$ cat src/hdl/tmr_defs.svh
`ifndef TMR_DEFS_SVH
`define TMR_DEFS_SVH
`define TMR_ADDR_W         8
`define TMR_DATA_W         8
`define TMR_RELOAD_OFS     8'h01
`define TMR_SETTING_OFS    8'h02
`define TMR_RELOAD_RST     8'h00
`define TMR_SETTING_RST    8'h00
`define TMR_EN_BIT         4
`define TMR_PSC_MSB        3
`define TMR_PSC_LSB        0
`define TMR_PSC_MAX        4'h8
`endif

$ cat src/hdl/tmr_pkg.sv
`include "tmr_defs.svh"
package tmr_pkg;
   typedef logic [7:0] tmr_byte_t;
   typedef logic [3:0] tmr_psc_t;
endpackage : tmr_pkg

$ cat src/hdl/tmr_tick_if.sv
`timescale 1ns/10ps
`default_nettype none
interface tmr_tick_if;
   logic                 run;
   tmr_pkg::tmr_psc_t    psc;
   logic                 tick;
   modport ctl (output run, output psc, input tick);
   modport gen (input run, input psc, output tick);
endinterface : tmr_tick_if
`default_nettype wire

$ cat src/hdl/tmr_timer0.sv
`timescale 1ns/10ps
`default_nettype none
`include "tmr_defs.svh"
// Functional notes
// 8-bit counter reloads the programmed start value whenever it overflows.
// write-only reload register, reset to zero, supplies the start value.
// setting bit 4 runs the timer when one, stops it when zero.
// setting bits 3..0 pick prescale divide by two to the power n.
// software writes codes 0 to 8 only; larger codes act as divide by 256.
module tmr_timer0 (
   input  wire logic           sys_clk,
   input  wire logic           rst,
   input  wire logic           reg_wr,
   input  wire logic [7:0]     reg_addr,
   input  wire tmr_pkg::tmr_byte_t reg_wdata,
   output var  tmr_pkg::tmr_byte_t count,
   output logic                overflow
);
   import tmr_pkg::*;
   typedef struct packed {
      tmr_byte_t reload;
      tmr_byte_t setting;
      tmr_byte_t cnt;
      logic      ovf;
      logic [8:0] gap;
      tmr_psc_t  psc_prev;
   } tmr_state_s;
   tmr_state_s st_r;
   tmr_state_s st_nxt;
   tmr_psc_t   psc_eff;
   logic [8:0] gap_lim;
   tmr_tick_if tk ();
   tmr_prescaler u_psc (
      .sys_clk (sys_clk),
      .rst     (rst),
      .tk      (tk)
   );
   assign tk.run = st_r.setting[`TMR_EN_BIT];
   assign tk.psc = st_r.setting[`TMR_PSC_MSB:`TMR_PSC_LSB];
   always_comb begin
      // effective code and the longest legal distance between two ticks
      psc_eff    = (tk.psc > `TMR_PSC_MAX) ? `TMR_PSC_MAX : tk.psc;
      gap_lim    = (9'h001 << psc_eff) - 9'h001;
      st_nxt     = st_r;
      st_nxt.ovf = 1'b0;
      st_nxt.psc_prev = tk.psc;
      // the divider does not restart on a code change, so the gap count
      // restarts instead and the first period after a change may be short
      if (!tk.run || tk.tick || tk.psc != st_r.psc_prev)
         st_nxt.gap = 9'h000;
      else
         st_nxt.gap = st_r.gap + 9'h001;
      if (reg_wr && reg_addr == `TMR_RELOAD_OFS)
         st_nxt.reload = reg_wdata;
      else if (reg_wr && reg_addr == `TMR_SETTING_OFS)
         st_nxt.setting = {3'h0, reg_wdata[4:0]};
      if (tk.tick) begin
         if (st_r.cnt == 8'hff) begin
            // the start value in force before this cycle's write is used
            st_nxt.cnt = st_r.reload;
            st_nxt.ovf = 1'b1;
         end else begin
            st_nxt.cnt = st_r.cnt + 8'h01;
         end
      end
   end
   always_ff @(posedge sys_clk or posedge rst) begin
      if (rst) begin
         st_r.reload  <= `TMR_RELOAD_RST;
         st_r.setting <= `TMR_SETTING_RST;
         st_r.cnt     <= 8'h00;
         st_r.ovf     <= 1'b0;
         st_r.gap     <= 9'h000;
         st_r.psc_prev <= 4'h0;
      end else begin
         st_r <= st_nxt;
      end
   end
   assign count    = st_r.cnt;
   assign overflow = st_r.ovf;
endmodule : tmr_timer0
`default_nettype wire

$ cat src/hdl/tmr_prescaler.sv
`timescale 1ns/10ps
`default_nettype none
`include "tmr_defs.svh"
module tmr_prescaler (
   input  wire logic sys_clk,
   input  wire logic rst,
   tmr_tick_if.gen   tk
);
   import tmr_pkg::*;
   typedef struct packed {
      logic [7:0] div;
   } tmr_psc_s;
   tmr_psc_s   st_r;
   tmr_psc_s   st_nxt;
   logic [7:0] mask;
   tmr_psc_t   code;
   always_comb begin
      // codes above the last legal one fall back to the slowest rate
      code = (tk.psc > `TMR_PSC_MAX) ? `TMR_PSC_MAX : tk.psc;
      mask = 8'((9'h001 << code) - 9'h001);
      st_nxt = st_r;
      if (!tk.run)
         st_nxt.div = 8'h00;
      else
         st_nxt.div = st_r.div + 8'h01;
      tk.tick = tk.run && ((st_r.div & mask) == mask);
   end
   always_ff @(posedge sys_clk or posedge rst) begin
      if (rst)
         st_r <= '0;
      else
         st_r <= st_nxt;
   end
endmodule : tmr_prescaler
`default_nettype wire

$ cat config.mk
export PLATFORM = sky130hd
export DESIGN_NAME = tmr_timer0
export DESIGN_NICKNAME = d
export VERILOG_FILES = /design/src/hdl/tmr_pkg.sv /design/src/hdl/tmr_tick_if.sv /design/src/hdl/tmr_timer0.sv /design/src/hdl/tmr_prescaler.sv
export VERILOG_INCLUDE_DIRS = /design/src /design/src/hdl
export SDC_FILE = /design/constraint.sdc
export NUM_CORES = 1
export LEC_CHECK = 0
export BUFFER_PORTS_ARGS = -buffer_cell sky130_fd_sc_hd__buf_2
export CAP_MARGIN = 25
export CORE_MARGIN = 5
export CORE_UTILIZATION = 50
export CTS_CLUSTER_DIAMETER = 80
export DETAILED_ROUTE_END_ITERATION = 8
export PLACE_DENSITY_LB_ADDON = 0.2
export SYNTH_ARGS = -nofsm -noshare
export SYNTH_HDL_FRONTEND = slang
export SYNTH_SLANG_ARGS = --single-unit
$ cat constraint.sdc
create_clock -name sys_clk -period 5.2 [get_ports sys_clk]
set_input_delay 1.04 -clock sys_clk [delete_from_list [all_inputs] [get_ports sys_clk]]
set_output_delay 1.04 -clock sys_clk [all_outputs]
set_load 0.02 [all_outputs]
=== Yosys cells after proc, flatten, opt, wreduce, memory -nomap -nowiden ===
Index checks and enable logic that the tools add are counted.

* Register bits after elaboration: 30
* Input bits: 19
* Output and inout port bits: 9
* Logic and storage cells: 25

* Add/sub/neg operators: 3
* $lt $le $gt $ge: 1
* Equal/unequal tests: 4
* Shifts and indexed selects: 1
* Mux-type cells: 5
* Bitwise operators: 2
* Reductions and logical operators: 4

{| class="wikitable"
|+ Operator list
! operator !! number
|-
| adder 8 x 1 -> 8 bit (second input constant) || 2
|-
| two-way mux 8 bit || 2
|-
| bitwise AND 8 bit || 1
|-
| equality test 8 x 1 -> 1 bit (second input constant) || 1
|-
| equality test 8 x 2 -> 1 bit (second input constant) || 1
|-
| equality test 8 bit || 1
|-
| equality test 8 bit (second input constant) || 1
|-
| << shifter 1 x 4 -> 8 bit (first input constant) || 1
|-
| subtractor 8 x 1 -> 8 bit (second input constant) || 1
|-
| > comparator 4 bit (second input constant) || 1
|-
| two-way mux 4 bit || 1
|-
| logical AND 1 bit || 3
|-
| two-way mux 1 bit || 2
|-
| AND reduction 2 bit || 1
|-
| NOT 1 bit || 1
|}

=== Logic depth before layout (Yosys ltp) ===
Gate-level depths: netlist of run 1.

* Word-level depth: 8
* Gate-level depth with buffers: 11
* Depth with buffers taken out: 9

=== Cells and area by module ===
From an unflattened synthesis of run 1, not the netlist that was laid out.

* Cells, all modules: 147
* Area, all modules: 1609.0 µm²

{| class="wikitable"
|+ By module, submodules not included
! module !! times used !! cells an instance !! area each (µm²) !! seq. area each (µm²)
|-
| tmr_timer0 || 1 || 95 || 1111.1 || 550.5
|-
| tmr_prescaler || 1 || 52 || 498.0 || 200.2
|}

=== Worst setup path after synthesis of run 1 ===
No wires, ideal clock.

* Kind: flip-flop to flip-flop
* From: reg st_r (netlist bit st_nxt[3])
* To: reg st_r (netlist bit count[6])
* Library setup time: 125 ps
* Data arrival time: 2079 ps
* Required time: 5075 ps
* Path slack: 2996 ps
* Stages on the path, launching flop included: 12
* Path buffers: 2
* Clock period less this slack: 2204 ps
* Cells stage by stage: dfrtp_1 > buf_6 > or2_1 > nor2_1 > nand2_1 > ha_1 > or2_2 > o2111ai_1 > a221oi_2 > buf_6 > nand4_4 > mux2_4

* Longest elaborated chain between the ends: 7

{| class="wikitable"
|+ Ends and longest elaborated chain
! item !! line !! text
|-
| start: declaration || tmr_timer0.sv:28 || <nowiki>tmr_state_s st_r;</nowiki>
|-
| start signal: assignment || tmr_timer0.sv:76 || <nowiki>st_r <= st_nxt;</nowiki>
|-
| > comparator 4 bit (no line) || - ||
|-
| two-way mux 4 bit * || tmr_prescaler.sv:19 || <nowiki>code = (tk.psc > `TMR_PSC_MAX) ? `TMR_PSC_MAX : tk.psc;</nowiki>
|-
| << shifter 1 x 4 -> 8 bit * || - ||
|-
| subtractor 8 x 1 -> 8 bit * || tmr_prescaler.sv:20 || <nowiki>mask = 8'((9'h001 << code) - 9'h001);</nowiki>
|-
| bitwise AND 8 bit || tmr_prescaler.sv:26 || <nowiki>tk.tick = tk.run && ((st_r.div & mask) == mask);</nowiki>
|-
| equality test 8 bit * || tmr_prescaler.sv:26 ||
|-
| logical AND 1 bit * || tmr_prescaler.sv:26 ||
|}

Every way passes the cells marked *; elsewhere a longest branch is shown, timed or not.
A chain may end at the register's enable or synchronous reset.

=== Final worst setup path of run 1 ===
* From: reg st_r (netlist bit st_nxt[1])
* To: reg st_r (netlist bit count[1])

Same word-level chain as after synthesis.

==> reports/qor.csv, run 1 <==
stage,metric,value,unit
outcome,status,finished clean,
synth,synth top area cells,"dfrtp_1 46%, mux2_2 9.0%, and2_1 3.8%",
synth,XOR/XNOR Fraction of Synth Area,4.291,%
setup_path,crit path kind,register to register,
global_routing,M2 GR Usage,23.93,%
synth,syn nets,171,
drt,drt pass-1 iters,4,
floorplanning,row count,20,
synth,cell with the most instances after synthesis,dfrtp_1,
synth,Post-Synthesis Cells,149,
synth,post-synthesis cell type count,41,
setup_path,r2r endpoint,count[1]$_DFFE_PP0P_,
synth,"EDFF count, synth",0,
floorplanning,die height,67.15,um
layout,Final nets,194,
synth,Compound-Gate Fraction of Synth Area,9.579,%
synth,main combinational cell family by area after synthesis,simple AND/OR/NAND/NOR gates,
setup_path,Worst R2R Path Depth,8,
cts,"CTS clk-pin slew, worst paths",100,ps
synth,synthesized flop and latch total,30,
global_routing,first-pass GRT wire length,5589,um
global_routing,GRT met1 Usage,23.33,%
drt,antenna-violating nets left,0,
sta,relative max-transition margin,44.98,%
sta,Fin Hold WS,504.2,ps
sta,final hold vios,0,
drt,drt first-iter violations,144,
synth,area fraction of the dominant cell type after synthesis,45.98,%
sta,Worst Max-Slew Pin Slew,825.3,ps
cts,number of setup buffers added after CTS,0,
layout,synthesis-to-finish area growth,11.19,%
setup_path,Startpoint Class,register,
drt,Avg WL per Cell,14.62,um
floorplanning,die width,67.15,um
synth,adder-cell share of the synthesized area,2.299,%
cts,Root Buffer,clkbuf_4,
cts,Clock Latency Late Sink,320,ps
drt,total number of vias,1185,
sta,post-route minimum period,2797,ps
drt,DR vias/cell,5.461,
global_routing,M3 GR Usage,4.326,%
global_routing,largest net degree at the start of global routing,18,
cts,TritonCTS clock tree,done,
synth,synth warn,0,
layout,layout cells sized above 1,32.95,%
setup_path,CP required,5400,ps
synth,Synth Area in Simple Gates,20.38,%
hold_path,Worst Hold Launch,u_psc.st_r[0]$_DFF_PP0_,
hold_path,worst hold path endpoint,u_psc.st_r[0]$_DFF_PP0_,
layout,number of diodes,0,
cts,post_cts resized,0,
sta,post-route setup slack,2403,ps
placed_design,"worst slack, placed",2393,ps
synth,syn_area_per_cell,10.96,sq um
hold_path,Hold WC Path Type,register to register,
setup_path,Worst Setup End Kind,register,
synth,sequential share of the synthesized area,45.98,%
placed_design,I/O Buffers,27,
setup_path,crit-path leading delay family,compound AO/OA/AOI/OAI gates,
global_routing,gr busiest metal,met2,
cts,clk sinks,30,
sta,Max Fclk,357.5,MHz
power,cell area power density,291.7,nW/um^2
setup_path,sum of buffers and inverters on the critical path,1,
synth,synthesized cell area,1633,sq um
setup_path,critical path cell sequence,nor4_1 -> inv_1 -> ha_1 -> or2_2 -> o2111ai_1 -> a221oi_2 -> and2_1 -> a31oi_1,
synth,most frequent cells after synthesis,"30 x dfrtp_1, 13 x mux2_2, 10 x and2_1, 9 x nand2_1, 8 x buf_4",
global_routing,final global-route overflow total,0,
sta,# setup viols final,0,
floorplanning,DIE AREA,4508,sq um
placed_design,Placer Congestion,0.8972,
drt,Routed WL,3172,um
cts,number of CTS-inserted buffers,5,
cts,cts hold-fix bufs,0,
setup_path,reg2reg start,st_nxt[1]$_DFFE_PP0P_,
placed_design,HPWL after detailed placement,2357,um
job,total of max-cap violations,0,
power,LEAKAGE,0.9325,nW
sta,setup TNS,0,ps
drt,DRC Markers,0,
sta,max-slew violation count,0,
global_routing,GRT Util Overall,16.30,%
sta,Max Clock Skew,12.20,ps
setup_path,"slowest stage delay, CP",660,ps
synth,asr flop ratio synth,100.0,%
hold_path,Hold Crit Depth,1,
setup_path,Worst path slowest cell,a221oi_2,
synth,Yosys top cell by area,dfrtp_1,
setup_path,"Max FO, Critical Path",11,
global_routing,initial antenna violation count,0,
setup_path,reg2reg setup slack,2400,ps
cts,Clock H-tree levels,2,
setup_path,Worst Path Arrival,3000,ps
floorplanning,initial core utilization,52.62,%
power,VDD IR max,127.5,uV
sta,period utilisation layout,53.79,%
cts,Bufs on Longest Clock Path,2,
sta,unrepaired setup endpoints after global routing,false,
floorplanning,Core ar.,3103,sq um
synth,Post-synth top flop,dfrtp_1,
global_routing,vias in the first global route,1173,
synth,post-synthesis mux area share,10.50,%
floorplanning,I/O Pins,28,
-- worst reg2reg max path: cells and delay by family (launching register included) --
| kind | cells | cell delay, ps |
|---|---|---|
| compound gates | 3 | 930 |
| simple gates | 3 | 900 |
| buf+inv | 1 | 110 |
| flops | 1 | 470 |
| fa+ha+maj | 1 | 290 |
-- area by class of cell --
class | count | area (sq um)
fill | 286 | 1287
multi-input combinational | 102 | 768.2
sequential | 30 | 750.7
timing repair buffer | 28 | 162.7
clock buffer | 7 | 55.05
tap | 44 | 55.05
inverter | 5 | 18.77
clock inverter | 1 | 5.005
-- cells in the final DEF, fill, tap and decap left out, types with 2 or more instances in the layout --
cell      Yosys  layout
xor2_1        4       4
dfrtp_1      30      30
and2_1       10      10
ha_1          3       3
nor2_1        5       5
nand2_1       9       9
nand3_1       6       6
o211ai_1      2       2
nand4_1       3       3
a31oi_1       7       7
a21oi_1       6       6
and3_1        5       5
nand4b_1      2       2
clkbuf_4      1       5
inv_1         5       5
nor3_1        2       2
mux2_2       13      13
nor4b_2       2       2
buf_2         1      27
xnor2_1       4       4
-- through the flow --
stage	cell area, sq um	utilization [%]	cells	power, W
floorplan	1633	-	149	0.0003679
global placement	1728	55.69	208	0.0003814
detailed placement	1755	56.57	209	0.0003897
CTS	1815	58.51	217	0.0005346
global route	1815	58.51	217	0.0005641
finish	1815	58.51	217	0.0005297
-- state kept, by name, indices dropped and copies added (netlist names) --
name,count
overflow,1
u_psc.st_r,8
count,8
st_nxt,4
st_r,9
-- how the worst max path moves through the flow --
stage               slack (ps)                  start  cells past startpoint                    to
floorplan                 3000  st_nxt[3]$_DFFE_PP0P_                     11  count[6]$_DFFE_PP0P_
global placement          2640  st_nxt[0]$_DFFE_PP0P_                      8  count[4]$_DFFE_PP0P_
detailed placement        2390  st_nxt[0]$_DFFE_PP0P_                      8  count[1]$_DFFE_PP0P_
CTS                       2390  st_nxt[1]$_DFFE_PP0P_                      8  count[1]$_DFFE_PP0P_
global route              2120  st_nxt[0]$_DFFE_PP0P_                      8  count[1]$_DFFE_PP0P_
finish                    2400  st_nxt[1]$_DFFE_PP0P_                      8  count[1]$_DFFE_PP0P_
-- routing by layer --
metal / vias up / wire (um)
met5: - / 0
met4: 0 / 26
met3: 4 / 179
met2: 34 / 1422
met1: 573 / 1544
li1: 574 / -
-- logic make-up (layout without fill, tap and decap cells) --
logic type               count (synthesis)  after routing
AO/OA/AOI/OAI                           23             23
XOR/XNOR                                 8              8
adder cells (fa/ha/maj)                  3              3
buffers and inverters                   17             41
flip-flops                              30             30
multiplexers                            15             15
AND/OR/NAND/NOR                         53             53
-- report_power, final --
part           leakage, nW  switching [W]  internal [W]
Combinational        0.485      0.0000625     0.0000445
Clock               0.0353      0.0000784     0.0000655
Sequential           0.412      0.0000285      0.000250
Power figures use the tool's default switching activity.
==> run 2, diff against run 1 <==
--- a/config.mk
+++ b/config.mk
@@ -6,6 +6,7 @@
 export SDC_FILE = /design/constraint.sdc
 export NUM_CORES = 1
 export LEC_CHECK = 0
+export ABC_AREA = 1
 export BUFFER_PORTS_ARGS = -buffer_cell sky130_fd_sc_hd__buf_2
 export CAP_MARGIN = 25
 export CORE_MARGIN = 5
==> constraint.sdc (replaced) <==
create_clock -name sys_clk -period 2.76 [get_ports sys_clk]
set_input_delay 0.552 -clock sys_clk [delete_from_list [all_inputs] [get_ports sys_clk]]
set_output_delay 0.552 -clock sys_clk [all_outputs]
set_load 0.02 [all_outputs]
==> reports/qor.csv, run 2 <==
stage,metric,value,unit,change
layout,synthesis-to-finish area growth,9.478,%,
floorplanning,DIE AREA,4890,sq um,+8.5%
setup_path,Worst path slowest cell,dfrtp_1,,
layout,FILL cells,346,,+21%
synth,most frequent cells after synthesis,"73 x nand2_1, 30 x dfrtp_1, 26 x inv_1, 22 x nand3_1, 19 x o21ai_0",,
drt,DR vias/cell,4.805,,-12%
setup_path,"Max FO, Critical Path",9,,-2
drt,Avg WL per Cell,10.66,um,-27%
layout,layout cells sized above 1,20.23,%,-13 points
power,VDD IR max,234.9,uV,+84%
setup_path,crit path from,st_nxt[1]$_DFFE_PP0P_,,
placed_design,Placer Congestion,0.8511,,-5.1%
cts,number of setup buffers added after CTS,0,,unchanged
placed_design,I/O Buffers,27,,unchanged
drt,total number of vias,1480,,+25%
synth,"EDFF count, synth",0,,unchanged
placed_design,HPWL after detailed placement,2584,um,+9.6%
synth,asr flop ratio synth,100.0,%,unchanged
sta,Fin Hold WS,281.7,ps,-222.5 ps
drt,drt pass-1 iters,4,,unchanged
synth,synth warn,0,,unchanged
setup_path,Worst R2R Path Depth,12,,+4
layout,most frequent cells in the layout,"73 x nand2_1, 30 x dfrtp_1, 27 x buf_2, 26 x inv_1, 22 x nand3_1",,
drt,Routed WL,3284,um,+3.5%
floorplanning,die width,69.93,um,+4.1%
synth,synthesized flop and latch total,30,,unchanged
layout,number of diodes,0,,unchanged
cts,TritonCTS clock tree,done,,
cts,Clock Latency Late Sink,330,ps,about the same
synth,Post-synth top flop,dfrtp_1,,
global_routing,initial antenna violation count,0,,unchanged
sta,# setup viols final,0,,unchanged
global_routing,largest net degree at the start of global routing,31,,+13
outcome,status,finished clean,,
floorplanning,I/O Pins,28,,unchanged
setup_path,Worst path most repeated cell,nand2_1,,
synth,Post-Synthesis Cells,238,,+60%
synth,syn_area_per_cell,7.544,sq um,-31%
setup_path,Worst Setup End Kind,register,,
sta,post-route minimum period,1929,ps,-868.1 ps
global_routing,GRT Util Overall,14.56,%,-1.7 points
layout,Final nets,284,,+46%
cts,clk sinks,30,,unchanged
synth,Yosys top cell by area,dfrtp_1,,
setup_path,Worst Path Arrival,2150,ps,-850 ps
synth,post-synthesis cell type count,26,,-37%
global_routing,M3 GR Usage,4.304,%,-0.022 points
floorplanning,initial core utilization,52.56,%,-0.057 points
sta,max-slew violation count,0,,unchanged
setup_path,Startpoint Class,register,,
cts,Root Buffer,clkbuf_4,,
sta,unrepaired setup endpoints after global routing,false,,
layout,max reg flops,9,,unchanged
sta,Worst Max-Slew Pin Slew,367.2,ps,-458.1 ps
setup_path,CP required,2980,ps,-2420 ps
synth,area fraction of the dominant cell type after synthesis,41.81,%,-4.2 points
cts,Bufs on Longest Clock Path,2,,unchanged
cts,post_cts resized,0,,unchanged
hold_path,Hold WC Path Type,input port to asynchronous set/reset pin,,
synth,cell with the most instances after synthesis,nand2_1,,
synth,sequential share of the synthesized area,41.81,%,-4.2 points
setup_path,reg2reg setup slack,830,ps,-1570 ps
drt,DRC Markers,0,,unchanged
global_routing,M2 GR Usage,20.99,%,-2.9 points
layout,"most common cell after layout, fill and taps aside",nand2_1,,
sta,relative max-transition margin,75.52,%,+31 points
sta,period utilisation layout,69.89,%,+16 points
drt,drt first-iter violations,40,,-72%
synth,syn nets,260,,+52%
setup_path,r2r endpoint,count[2]$_DFFE_PP0P_,,
setup_path,"slowest stage delay, CP",480,ps,-180 ps
global_routing,GRT met1 Usage,20.13,%,-3.2 points
sta,setup TNS,0,ps,unchanged
synth,synthesized cell area,1795,sq um,+10%
cts,Clock H-tree levels,2,,unchanged
synth,synth top area cells,"dfrtp_1 42%, nand2_1 15%, nand3_1 6.1%",,
cts,number of CTS-inserted buffers,5,,unchanged
setup_path,reg2reg start,st_nxt[1]$_DFFE_PP0P_,,
global_routing,vias in the first global route,1288,,+9.8%
floorplanning,Core ar.,3416,sq um,+10%
sta,Max Clock Skew,5.865,ps,-6.339 ps
job,total of max-cap violations,0,,unchanged
global_routing,final global-route overflow total,0,,unchanged
cts,"CTS clk-pin slew, worst paths",90,ps,about the same
floorplanning,row count,21,,+5.0%
setup_path,crit path kind,register to register,,
cts,cts hold-fix bufs,0,,unchanged
floorplanning,die height,69.93,um,+4.1%
sta,final hold vios,0,,unchanged
power,LEAKAGE,1.014,nW,+8.8%
sta,Max Fclk,518.4,MHz,+45%
drt,antenna-violating nets left,0,,unchanged
layout,largest register by flop count,st_r,,
global_routing,gr busiest metal,met2,,
power,cell area power density,461.5,nW/um^2,+58%
setup_path,critical path cell sequence,nor2_4 -> nand2_1 -> a21oi_1 -> nand3_1 -> ha_1 -> nor2_1 -> a21oi_1 -> nand3_1 -> nor2_2 -> nand3_4 -> nand2_1 -> nand2_1,,
global_routing,first-pass GRT wire length,5754,um,+3.0%
## run 2: cell count changes in the layout (fill, tap and decap cells not counted), sizes merged, moves of 7 or more
cell / delta
a31oi: -7
and2: -10
inv: +25
mux2: -14
nand2: +66
nand3: +18
nor2: +15
o21ai: +22
## run 2: kinds of logic (layout without fill, tap and decap cells)
group | after synthesis | after routing | synth area share (%)
AND/OR/NAND/NOR | 127 | 127 | 34.15
AO/OA/AOI/OAI | 33 | 33 | 9.478
buffers and inverters | 42 | 66 | 11.01
flip-flops | 30 | 30 | 41.81
adder cells (fa/ha/maj) | 3 | 3 | 2.091
XOR/XNOR | 3 | 3 | 1.464
## run 2: power breakdown
part / internal [W] / leakage [nW] / switching [W]
sequential: 0.000462 / 0.415 / 0.0000342
clock: 0.0000912 / 0.0308 / 0.000141
combinational: 0.0000672 / 0.568 / 0.000111
total: 0.000621 / 1.01 / 0.000286
## run 2: layer usage
layer  vias up  share of wire [%]  routed length, um
met3         6                7.2                235
met2        39                 40               1324
met1       637                 51               1661
li1        798                  -                  -
met4         0                1.9                 63
met5         -                  0                  0
## run 2: per-stage QoR
| step | util, % | area (sq um) | cells | setup slack, ps | total power [W] |
|---|---|---|---|---|---|
| after global routing | 57.55 | 1966 | 308 | 619.9 | 0.0009699 |
| final | 57.55 | 1966 | 308 | 831.0 | 0.0009071 |
| after detailed placement | 56.15 | 1918 | 301 | 855.5 | 0.0006852 |
| after global placement | 56.15 | 1918 | 301 | 909.4 | 0.0006817 |
| after floorplan | - | 1795 | 238 | 966.3 | 0.0006493 |
| after CTS | 57.55 | 1966 | 308 | 836.3 | 0.0009209 |
## run 2: critical path: cells and delay by family, from the launching register on
family	cells	cell delay, ps
adder cells (fa/ha/maj)	1	280
flip-flops	1	480
AO/OA/AOI/OAI	2	240
AND/OR/NAND/NOR	9	840
## run 2: cell type report
class,instances,area (sq um),share of cell area (%)
clock inverters,2,10.01,0.5092
multi-input cells,166,847.1,43.09
well taps,46,57.56,2.928
clock buffers,5,37.54,1.910
flip-flops and latches,30,750.7,38.19
repair buffers,29,150.1,7.638
inverters,30,112.6,5.729
## run 2: how the worst max path moves through the flow
stage	endpoint	slack (ps)	cells after the start
finish	count[2]$_DFFE_PP0P_	830	12
global route	count[0]$_DFFE_PP0P_	620	12
CTS	count[6]$_DFFE_PP0P_	840	13
detailed placement	count[4]$_DFFE_PP0P_	860	12
global placement	count[6]$_DFFE_PP0P_	910	12
floorplan	count[2]$_DFFE_PP0P_	970	13
